$ cat config.mk
export PLATFORM = sky130hd
export DESIGN_NAME = pmicpr_regs
export DESIGN_NICKNAME = d
export VERILOG_FILES = /design/src/verilog/pmicpr_pkg.sv /design/src/verilog/pmicpr_fuse_if.sv /design/src/verilog/pmicpr_regs.sv /design/src/verilog/pmicpr_fuse_engine.sv
export SDC_FILE = /design/constraint.sdc
export NUM_CORES = 1
export LEC_CHECK = 0
export BUFFER_PORTS_ARGS = -buffer_cell sky130_fd_sc_hd__buf_2
export CORE_MARGIN = 2
export CORE_UTILIZATION = 30
export DETAILED_ROUTE_END_ITERATION = 8
export PLACE_DENSITY = 0.6
export SLEW_MARGIN = 20
export SYNTH_ARGS = -nofsm -noshare
export SYNTH_HDL_FRONTEND = slang
export SYNTH_SLANG_ARGS = --single-unit
$ cat constraint.sdc
create_clock -name clk_sys -period 1.9 [get_ports clk_sys]
set_input_delay 0.095 -clock clk_sys [delete_from_list [all_inputs] [get_ports clk_sys]]
set_output_delay 0.095 -clock clk_sys [all_outputs]
set_load 0.005 [all_outputs]
$ cat src/verilog/pmicpr_pkg.sv
// Purpose: Shared constants of the privileged control register bank
// Assumes: Byte-wide register port driven by the serial interface engine
// Notes: Offsets are byte addresses of the 8-bit register space
package pmicpr_pkg;
  // Register offsets
  localparam logic [7:0] OFS_SILICON_REVISION = 8'h3b;
  localparam logic [7:0] OFS_TOP_CONTROL = 8'h3c;
  localparam logic [7:0] OFS_RAIL3_ACTUAL_VOLTAGE = 8'h3d;
  localparam logic [7:0] OFS_FUSE_RELOAD = 8'h3e;
  localparam logic [7:0] OFS_PRIV_MODE_STATUS = 8'hf0;
  localparam logic [7:0] OFS_UNLOCK_KEY = 8'hf1;

  // Top control field positions
  localparam int TOP_DRIVE_SELECT_BIT = 7;
  localparam int TOP_MONITOR_ON_BIT = 6;
  localparam int TOP_WARNING_ON_BIT = 5;
  localparam int TOP_LOW_MASK_BIT = 4;
  localparam int TOP_FIELD_LSB = 4;
  localparam logic [3:0] TOP_CONTROL_RESET = 4'h7;

  // Fuse reload and status field positions
  localparam int FUSE_RELOAD_BIT = 0;
  localparam int PRIV_STATUS_BIT = 6;
  localparam logic [7:0] PRIV_STATUS_RESET = 8'h00;
  localparam logic [7:0] UNLOCK_KEY_RESET = 8'h00;

  // Unlock sequence bytes
  localparam logic [7:0] UNLOCK_FIRST_BYTE = 8'h24;
  localparam logic [7:0] UNLOCK_SECOND_BYTE = 8'h54;

  // Revision nibble encodings
  localparam logic [3:0] BASE_REV_FIRST = 4'ha;
  localparam int BASE_REV_SPAN = 6;
  localparam int METAL_REV_SPAN = 16;
  localparam logic [3:0] BASE_REV_NONE = 4'h0;

  // Rail 3 code saturation: 0.5 V plus 10 mV per code, top is 1.30 V
  localparam logic [6:0] RAIL3_CODE_MAX = 7'h50;

  // Fuse map index that restores the top control fields
  localparam int FUSE_IDX_TOP_CONTROL = 0;
endpackage : pmicpr_pkg

$ cat src/verilog/pmicpr_fuse_if.sv
// Purpose: Carrier between register bank and fuse reload engine
// Assumes: Single clock domain
// Notes: Load strobes run back to back, one cycle per fuse word
`timescale 1ns/1ns
interface pmicpr_fuse_if #(
  parameter int IDX_W = 4
);
  logic start; // One-cycle request to walk the fuses
  logic busy; // Walk in progress
  logic done; // One-cycle pulse at the end of the walk
  logic load_valid; // One fuse word ready
  logic [IDX_W-1:0] load_index; // Fuse word index
  logic [7:0] load_data; // Fuse word value

  modport eng (input start, output busy, output done, output load_valid, output load_index, output load_data);
  modport ctl (output start, input busy, input done, input load_valid, input load_index, input load_data);
endinterface : pmicpr_fuse_if

$ cat src/verilog/pmicpr_regs.sv
// Purpose: Privileged control register bank of the power manager
// Assumes: Byte register port from the serial engine, inputs synchronous to clk_sys
// Notes: Privileged mode, once entered, is left only by reset
`timescale 1ns/1ns
module pmicpr_regs #(
  parameter int GPIO_W = 8,
  parameter int FUSE_DEPTH = 16,
  parameter int FUSE_IDX_W = 4,
  parameter int BASE_LAYER_CHANGES = 1,
  parameter int METAL_CHANGES = 1
) (
  input wire logic clk_sys,
  input wire logic rst,
  input wire logic ce,
  input wire logic reg_wr,
  input wire logic reg_rd,
  input wire logic [7:0] reg_addr,
  input wire logic [7:0] reg_wdata,
  output logic [7:0] reg_rdata,
  output logic reg_rvalid,
  input wire logic [6:0] rail3_actual_voltage_code,
  input wire logic rail_low_raw,
  output logic rail_low_fault,
  input wire logic [GPIO_W-1:0] gpio_out_val,
  output logic [GPIO_W-1:0] gpio_o,
  output logic [GPIO_W-1:0] gpio_oe_n,
  output logic output_drive_select,
  output logic system_monitor_on,
  output logic system_warning_on,
  output logic low_output_check_mask,
  output logic priv_mode,
  output logic fuse_reload_busy,
  output logic [FUSE_IDX_W-1:0] fuse_rd_addr,
  input wire logic [7:0] fuse_rd_data
);
  // Unlock sequence states
  typedef enum logic [1:0] {
    PMICPR_UL_WAIT_FIRST,
    PMICPR_UL_WAIT_SECOND,
    PMICPR_UL_OPEN
  } pmicpr_unlock_e;

  // Revision nibbles fixed at build time
  localparam logic [3:0] BASE_NIBBLE = (BASE_LAYER_CHANGES == 0) ? pmicpr_pkg::BASE_REV_NONE :
    pmicpr_pkg::BASE_REV_FIRST + 4'((BASE_LAYER_CHANGES - 1) % pmicpr_pkg::BASE_REV_SPAN);
  localparam logic [3:0] METAL_NIBBLE = 4'(METAL_CHANGES % pmicpr_pkg::METAL_REV_SPAN);

  pmicpr_unlock_e unlock_reg; // Unlock tracker
  pmicpr_unlock_e unlock_next;
  logic [3:0] top_reg; // Top control bits 7:4
  logic [3:0] top_next;
  logic reload_reg; // Fuse reload trigger bit
  logic reload_next;
  logic [7:0] key_reg; // Last byte written to the key register
  logic [7:0] key_next;

  // Carrier to the fuse engine
  pmicpr_fuse_if #(.IDX_W(FUSE_IDX_W)) fuse ();

  // Address decode
  wire sel_rev = (reg_addr == pmicpr_pkg::OFS_SILICON_REVISION);
  wire sel_top = (reg_addr == pmicpr_pkg::OFS_TOP_CONTROL);
  wire sel_rail = (reg_addr == pmicpr_pkg::OFS_RAIL3_ACTUAL_VOLTAGE);
  wire sel_reload = (reg_addr == pmicpr_pkg::OFS_FUSE_RELOAD);
  wire sel_status = (reg_addr == pmicpr_pkg::OFS_PRIV_MODE_STATUS);
  wire sel_key = (reg_addr == pmicpr_pkg::OFS_UNLOCK_KEY);
  wire unlocked = (unlock_reg == PMICPR_UL_OPEN);

  // Privileged registers only answer once unlocked
  wire wr_top = reg_wr & sel_top & unlocked;
  wire wr_reload = reg_wr & sel_reload & unlocked;
  wire wr_key = reg_wr & sel_key;
  wire reload_start = wr_reload & reg_wdata[pmicpr_pkg::FUSE_RELOAD_BIT] & ~reload_reg;
  wire fuse_top_load = fuse.load_valid & (fuse.load_index == FUSE_IDX_W'(pmicpr_pkg::FUSE_IDX_TOP_CONTROL));

  // Rail 3 code saturation, codes past the top report 1.30 V
  wire rail_over = (rail3_actual_voltage_code > pmicpr_pkg::RAIL3_CODE_MAX);
  wire [6:0] rail_code_sat = rail_over ? pmicpr_pkg::RAIL3_CODE_MAX : rail3_actual_voltage_code;

  // Readback selection; locked privileged registers read zero
  wire [7:0] rd_rev = {BASE_NIBBLE, METAL_NIBBLE};
  wire [7:0] rd_top = unlocked ? {top_reg, 4'h0} : 8'h00;
  wire [7:0] rd_rail = {rail_code_sat, 1'b0};
  wire [7:0] rd_reload = unlocked ? {7'h00, reload_reg} : 8'h00;
  wire [7:0] rd_status = {1'b0, unlocked, 6'h00};
  wire [7:0] rd_mux = sel_rev ? rd_rev :
                      sel_top ? rd_top :
                      sel_rail ? rd_rail :
                      sel_reload ? rd_reload :
                      sel_status ? rd_status :
                      sel_key ? key_reg : 8'h00;

  // Unlock sequence tracker
  always_comb begin
    unlock_next = unlock_reg;
    case (unlock_reg)
      PMICPR_UL_WAIT_FIRST: begin
        if (wr_key && reg_wdata == pmicpr_pkg::UNLOCK_FIRST_BYTE) begin
          unlock_next = PMICPR_UL_WAIT_SECOND;
        end
      end
      PMICPR_UL_WAIT_SECOND: begin
        if (wr_key) begin
          if (reg_wdata == pmicpr_pkg::UNLOCK_SECOND_BYTE) begin
            unlock_next = PMICPR_UL_OPEN;
          end else if (reg_wdata == pmicpr_pkg::UNLOCK_FIRST_BYTE) begin
            // A repeated first byte counts as a fresh start
            unlock_next = PMICPR_UL_WAIT_SECOND;
          end else begin
            unlock_next = PMICPR_UL_WAIT_FIRST;
          end
        end
      end
      PMICPR_UL_OPEN: begin
        // Sticky until reset; later key writes do not relock
        unlock_next = PMICPR_UL_OPEN;
      end
      default: begin
        unlock_next = PMICPR_UL_WAIT_FIRST;
      end
    endcase
  end

  // Top control, reload bit and key next values
  always_comb begin
    top_next = top_reg;
    reload_next = reload_reg;
    key_next = key_reg;
    // Fuse image first, host write overrides in the same cycle
    if (fuse_top_load) begin
      top_next = fuse.load_data[7:pmicpr_pkg::TOP_FIELD_LSB];
    end
    if (wr_top) begin
      top_next = reg_wdata[7:pmicpr_pkg::TOP_FIELD_LSB];
    end
    if (reload_start) begin
      reload_next = 1'b1;
    end else if (fuse.done) begin
      reload_next = 1'b0;
    end
    if (wr_key) begin
      key_next = reg_wdata;
    end
  end

  // State registers
  always_ff @(posedge clk_sys or posedge rst) begin
    if (rst) begin
      unlock_reg <= PMICPR_UL_WAIT_FIRST;
      top_reg <= pmicpr_pkg::TOP_CONTROL_RESET;
      reload_reg <= 1'b0;
      key_reg <= pmicpr_pkg::UNLOCK_KEY_RESET;
    end else if (ce) begin
      unlock_reg <= unlock_next;
      top_reg <= top_next;
      reload_reg <= reload_next;
      key_reg <= key_next;
    end
  end

  // Read answer one cycle after the strobe
  always_ff @(posedge clk_sys or posedge rst) begin
    if (rst) begin
      reg_rdata <= 8'h00;
      reg_rvalid <= 1'b0;
    end else if (ce) begin
      reg_rvalid <= reg_rd;
      if (reg_rd) begin
        reg_rdata <= rd_mux;
      end
    end
  end

  // Control outputs, registered copies of the bank state, and the registered masked low fault
  always_ff @(posedge clk_sys or posedge rst) begin
    if (rst) begin
      output_drive_select <= 1'b0;
      system_monitor_on <= 1'b1;
      system_warning_on <= 1'b1;
      low_output_check_mask <= 1'b1;
      priv_mode <= 1'b0;
      fuse_reload_busy <= 1'b0;
      rail_low_fault <= 1'b0;
    end else if (ce) begin
      output_drive_select <= top_next[pmicpr_pkg::TOP_DRIVE_SELECT_BIT - pmicpr_pkg::TOP_FIELD_LSB];
      system_monitor_on <= top_next[pmicpr_pkg::TOP_MONITOR_ON_BIT - pmicpr_pkg::TOP_FIELD_LSB];
      system_warning_on <= top_next[pmicpr_pkg::TOP_WARNING_ON_BIT - pmicpr_pkg::TOP_FIELD_LSB];
      low_output_check_mask <= top_next[pmicpr_pkg::TOP_LOW_MASK_BIT - pmicpr_pkg::TOP_FIELD_LSB];
      priv_mode <= (unlock_next == PMICPR_UL_OPEN);
      fuse_reload_busy <= reload_next;
      // Masked check never reports a low output
      rail_low_fault <= rail_low_raw & ~top_reg[pmicpr_pkg::TOP_LOW_MASK_BIT - pmicpr_pkg::TOP_FIELD_LSB];
    end
  end

  // Pad drivers; open drain only pulls low, so enable follows the value
  genvar gi;
  generate
    for (gi = 0; gi < GPIO_W; gi = gi + 1) begin : g_pad
      wire pp = top_reg[pmicpr_pkg::TOP_DRIVE_SELECT_BIT - pmicpr_pkg::TOP_FIELD_LSB];
      always_ff @(posedge clk_sys or posedge rst) begin
        if (rst) begin
          gpio_o[gi] <= 1'b0;
          gpio_oe_n[gi] <= 1'b1;
        end else if (ce) begin
          gpio_o[gi] <= pp ? gpio_out_val[gi] : 1'b0;
          gpio_oe_n[gi] <= pp ? 1'b0 : gpio_out_val[gi];
        end
      end
    end
  endgenerate

  assign fuse.start = reload_start;

  // Fuse walker
  pmicpr_fuse_engine #(
    .FUSE_DEPTH(FUSE_DEPTH),
    .IDX_W(FUSE_IDX_W)
  ) u_fuse (
    .clk_sys(clk_sys),
    .rst(rst),
    .ce(ce),
    .fuse(fuse),
    .fuse_rd_addr(fuse_rd_addr),
    .fuse_rd_data(fuse_rd_data)
  );
endmodule // pmicpr_regs

$ cat src/verilog/pmicpr_fuse_engine.sv
// Purpose: Walks every fuse word and hands each to the register bank
// Assumes: Fuse macro answers a read address with data in the same cycle, sampled at the next edge
// Notes: A start while busy is ignored
`timescale 1ns/1ns
module pmicpr_fuse_engine #(
  parameter int FUSE_DEPTH = 16,
  parameter int IDX_W = 4
) (
  input wire logic clk_sys,
  input wire logic rst,
  input wire logic ce,
  pmicpr_fuse_if.eng fuse,
  output logic [IDX_W-1:0] fuse_rd_addr,
  input wire logic [7:0] fuse_rd_data
);
  // Walk states
  typedef enum logic [1:0] {
    PMICPR_FE_IDLE,
    PMICPR_FE_READ,
    PMICPR_FE_FINISH
  } pmicpr_fe_state_e;

  pmicpr_fe_state_e state_reg;
  pmicpr_fe_state_e state_next;
  logic [IDX_W-1:0] addr_reg; // Address in flight
  logic [IDX_W-1:0] addr_next;
  logic pend_reg; // Data for addr_reg arrives this cycle
  logic pend_next;
  logic last_addr;

  assign last_addr = (addr_reg == IDX_W'(FUSE_DEPTH - 1));

  // Next state of the walk
  always_comb begin
    state_next = state_reg;
    addr_next = addr_reg;
    pend_next = 1'b0;
    case (state_reg)
      PMICPR_FE_IDLE: begin
        if (fuse.start) begin
          state_next = PMICPR_FE_READ;
          addr_next = '0;
          pend_next = 1'b1;
        end
      end
      PMICPR_FE_READ: begin
        if (last_addr) begin
          state_next = PMICPR_FE_FINISH;
        end else begin
          addr_next = addr_reg + 1'b1;
          pend_next = 1'b1;
        end
      end
      PMICPR_FE_FINISH: begin
        state_next = PMICPR_FE_IDLE;
      end
      default: begin
        state_next = PMICPR_FE_IDLE;
      end
    endcase
  end

  // Walk registers; clock enable freezes everything
  always_ff @(posedge clk_sys or posedge rst) begin
    if (rst) begin
      state_reg <= PMICPR_FE_IDLE;
      addr_reg <= '0;
      pend_reg <= 1'b0;
    end else if (ce) begin
      state_reg <= state_next;
      addr_reg <= addr_next;
      pend_reg <= pend_next;
    end
  end

  // Load strobe follows the read address by one cycle
  always_ff @(posedge clk_sys or posedge rst) begin
    if (rst) begin
      fuse.load_valid <= 1'b0;
      fuse.load_index <= '0;
      fuse.load_data <= 8'h00;
      fuse.done <= 1'b0;
    end else if (ce) begin
      fuse.load_valid <= pend_reg;
      fuse.load_index <= addr_reg;
      fuse.load_data <= fuse_rd_data;
      fuse.done <= (state_reg == PMICPR_FE_FINISH);
    end
  end

  assign fuse.busy = (state_reg != PMICPR_FE_IDLE);
  assign fuse_rd_addr = addr_reg;
endmodule // pmicpr_fuse_engine

==> impl_metrics.csv <==
group,metric,value,unit
yosys,avgSynthCellArea,11.4,sq um
floorplanning,die_y,101,um
floorplanning,die_x,101,um
sta,rsz0062_at_grt,"no",
yosys,synth.largest_area_cell,"dfrtp_1",
drt,dr.pass1.iters,4,
grt,antenna_found_initial,0,
hold_path,hold_path_class,"in -> reg",
yosys,synthSimpleGateAreaFrac,17.3,%
yosys,synthCells,246,
clock_tree,clock-sinks,59,
yosys,synth_area_leaders,"dfrtp_1 43%, dfstp_2 10%, mux2_2 6.4%",
pwr,p_leak,1.80,nW
drt,wire_per_inst,15.9,um
grt,grt_pass1_vias,2371,
yosys,yosys_register_bits,59,
yosys,synth_top_family_by_area,"compound AO/OA/AOI/OAI gates",
pwr,vdd_drop_max,0.459,mV
yosys,synth_nets,292,
hold_path,hold_start,"reg_wdata[3]",
pwr,power_density,808,nW/um^2
sta,min_period,1.71,ns
sta,max_slew_margin,60.1,%
yosys,synth_compound_area_share,19.6,%
clock_tree,htree_levels,3,
placement,dp_hpwl,5530,um
placement,pre_cts_ws,0.172,ns
yosys,synth_adder_area_share,0.447,%
sta,maxSlewViolCount,0,
worst_setup_path,startpoint_type,"register",
clock_tree,clock_latency,0.33,ns
grt,grt_overflow,0,
worst_setup_path,r2r_setup_slack,0.19,ns
floorplanning,core,9150,sq um
drt,route.vias.total,2398,
layout,drive_above_1_share,38.2,%
clock_tree,post_cts_buffers,0,
yosys,yosys_warnings,0,
floorplanning,start_util,30.6,%
layout,antenna_cells,0,
run_status,outcome,"finished clean",
clock_tree,cts_tree,"built",
yosys,yosysUniqueCellTypes,51,
sta,max_freq,583,MHz
floorplanning,die-area,10100,sq um
sta,setup_viol,0,
sta,finalCritPeriodShare,90.2,%
clock_tree,cts_buffer_depth,2,
floorplanning,rows,35,
sta,worst_pin_slew,0.597,ns
clock_tree,cts_made_buffers,9,
drt,drtAntennaViolNets,0,
hold_path,whs_path_depth,2,
clock_tree,root_buffer,"clkbuf_8",
worst_setup_path,worstRegToRegCells,4,
yosys,synthFlopType,"dfrtp_1",
grt,grt_pass1_wl,12000,um
layout,nNetsFinal,394,
placement,port_buffers,76,
yosys,seq_area_frac_synth,53.3,%
job,cap_violations,0,
worst_setup_path,worst_setup_path_end_kind,"register",
floorplanning,ios,81,
worst_setup_path,reg2reg_to,"u_fuse.fuse_rd_addr[0]",
yosys,yosys-mux-area-fraction,6.84,%
yosys,synth_xor_area_share,0,%
sta,setup_slack,0.186,ns
layout,syn_to_final_growth,33.7,%
sta,skew,0.00621,ns
sta,timing.hold.ws,0.0189,ns
drt,drc_errors,0,
clock_tree,clk_pin_slew,0.07,ns
worst_setup_path,arrival,1.91,ns
yosys,synth_edf_count,0,
sta,final_hold_viol_count,0,
grt,grt_usage,15.2,%
drt,drt_iter0_drc,129,
sta,setup_tns,0,ns
drt,viasPerCell,5.17,
worst_setup_path,required,2.09,ns
hold_path,min_to,"key_reg[3]",
worst_setup_path,path_max_fanout,6,
yosys,synth-async-reset-ratio,100,%
worst_setup_path,crit_type,"reg -> reg",
yosys,syn-cell-area,2800,sq um
yosys,synth_top_cell_area_share,42.9,%
worst_setup_path,r2r_start,"unlock_reg[0]",
drt,wl,7370,um
layout,fillCellCount,889,
placement,gp_congestion,0.847,
grt,grt_max_degree,29,
[worst max-delay path, cell delays in order, from the launching register on]
cell and delay, ns:
dfrtp_1 0.45, or3b_1 0.43, nor3_1 0.31, and2_1 0.25, o221ai_1 0.13
[layout make-up]
class / count / area, sq um / share of cell area, %
multi-input cells: 169 / 1240 / 33.1
well taps: 111 / 139 / 3.71
inverters: 9 / 33.8 / 0.903
repair buffers: 100 / 598 / 16.0
flip-flops and latches: 59 / 1490 / 39.8
clock buffers: 11 / 141 / 3.78
clock inverters: 5 / 100 / 2.68
[layout by cell type (no fill, tap or decap), types with 2 or more instances in the layout]
master / n
nand2b_1: 5
o2bb2ai_1: 4
a31oi_1: 3
nand2_1: 18
or3_1: 5
and2_1: 5
buf_2: 76
o221a_1: 4
a21oi_1: 6
inv_2: 2
clkinv_2: 2
mux2_2: 16
dfrtp_1: 48
clkbuf_8: 10
dlygate4sd3_1: 15
nor2_1: 14
nand3_1: 4
a32oi_1: 2
a22o_1: 20
bufinv_16: 3
o21ai_1: 2
a32o_1: 3
inv_1: 7
a21boi_0: 2
a2bb2oi_1: 2
o21ai_0: 11
o31ai_1: 3
nor2b_1: 2
nand4b_1: 2
or3_4: 2
nor3_1: 5
buf_4: 9
and4_1: 3
dfstp_2: 11
and3_1: 4
o221ai_1: 3
[layer usage]
| layer | vias to the layer above | track usage, % | part of all wire (%) | wire, um |
|---|---|---|---|---|
| met5 | - | 0 | 0 | 0 |
| met3 | 12 | 4.30 | 6.0 | 441 |
| met1 | 1163 | 20.4 | 44 | 3280 |
| met4 | 0 | 4.53 | 1.5 | 114 |
| li1 | 1142 | - | - | - |
| met2 | 81 | 23.9 | 48 | 3540 |
[logic make-up (layout without fill, tap and decap cells)]
family,after synthesis,in the layout
simple gates,80,80
flops,59,59
fa+ha+maj,1,1
mux,17,17
buf+inv,18,125
compound gates,71,71
[per-stage QoR]
| stage | utilization [%] | area, sq um | cells | power, mW |
|---|---|---|---|---|
| floorplan | - | 2800 | 246 | 1.49 |
| global placement | 36.6 | 3350 | 433 | 1.63 |
| detailed placement | 36.6 | 3350 | 433 | 1.64 |
| CTS | 40.9 | 3740 | 464 | 3.06 |
| global route | 40.9 | 3740 | 464 | 3.16 |
| finish | 40.9 | 3740 | 464 | 3.02 |
[cells in the mapped netlist (all sizes together), types with 2 or more instances]
master and number:
o21ai 13, mux2 17, and3 4, inv 9, a31oi 3, o221a 4, and4 3, nor4 2
nand2b 5, nand2 18, or3 7, o221ai 3, clkbuf 7, dfstp 11, a22o 20, nand4b 3
nor2 14, dfrtp 48, a21boi 2, a32oi 2, a32o 3, o31ai 3, a2bb2oi 2, and2 5
nor3 5, nor2b 2, a21oi 6, nand3 4, o2bb2ai 4, buf 2
[worst max-delay path by stage]
stage               slack (ns)                endpoint  depth (start not counted)           from
finish                    0.19  u_fuse.fuse_rd_addr[0]                          4  unlock_reg[0]
floorplan                 0.37        fuse_reload_busy                          1            rst
detailed placement        0.17  u_fuse.fuse_rd_addr[0]                          4  unlock_reg[1]
global placement          0.25  u_fuse.fuse_rd_addr[0]                          4  unlock_reg[1]
CTS                       0.15  u_fuse.fuse_rd_addr[0]                          4  unlock_reg[0]
global route              0.05  u_fuse.fuse_rd_addr[1]                          4  unlock_reg[1]
[report_power, final]
part           internal, mW  switching, mW
Combinational         0.141          0.147
Sequential             1.32         0.0306
Clock                 0.903          0.480
[timing repair]
| item | CTS | global route |
|---|---|---|
| hold endpoints to repair | 42 | 0 |
| hold buffers | 15 | 0 |
| resized for setup | 0 | 0 |
Power figures use the tool's default switching activity.
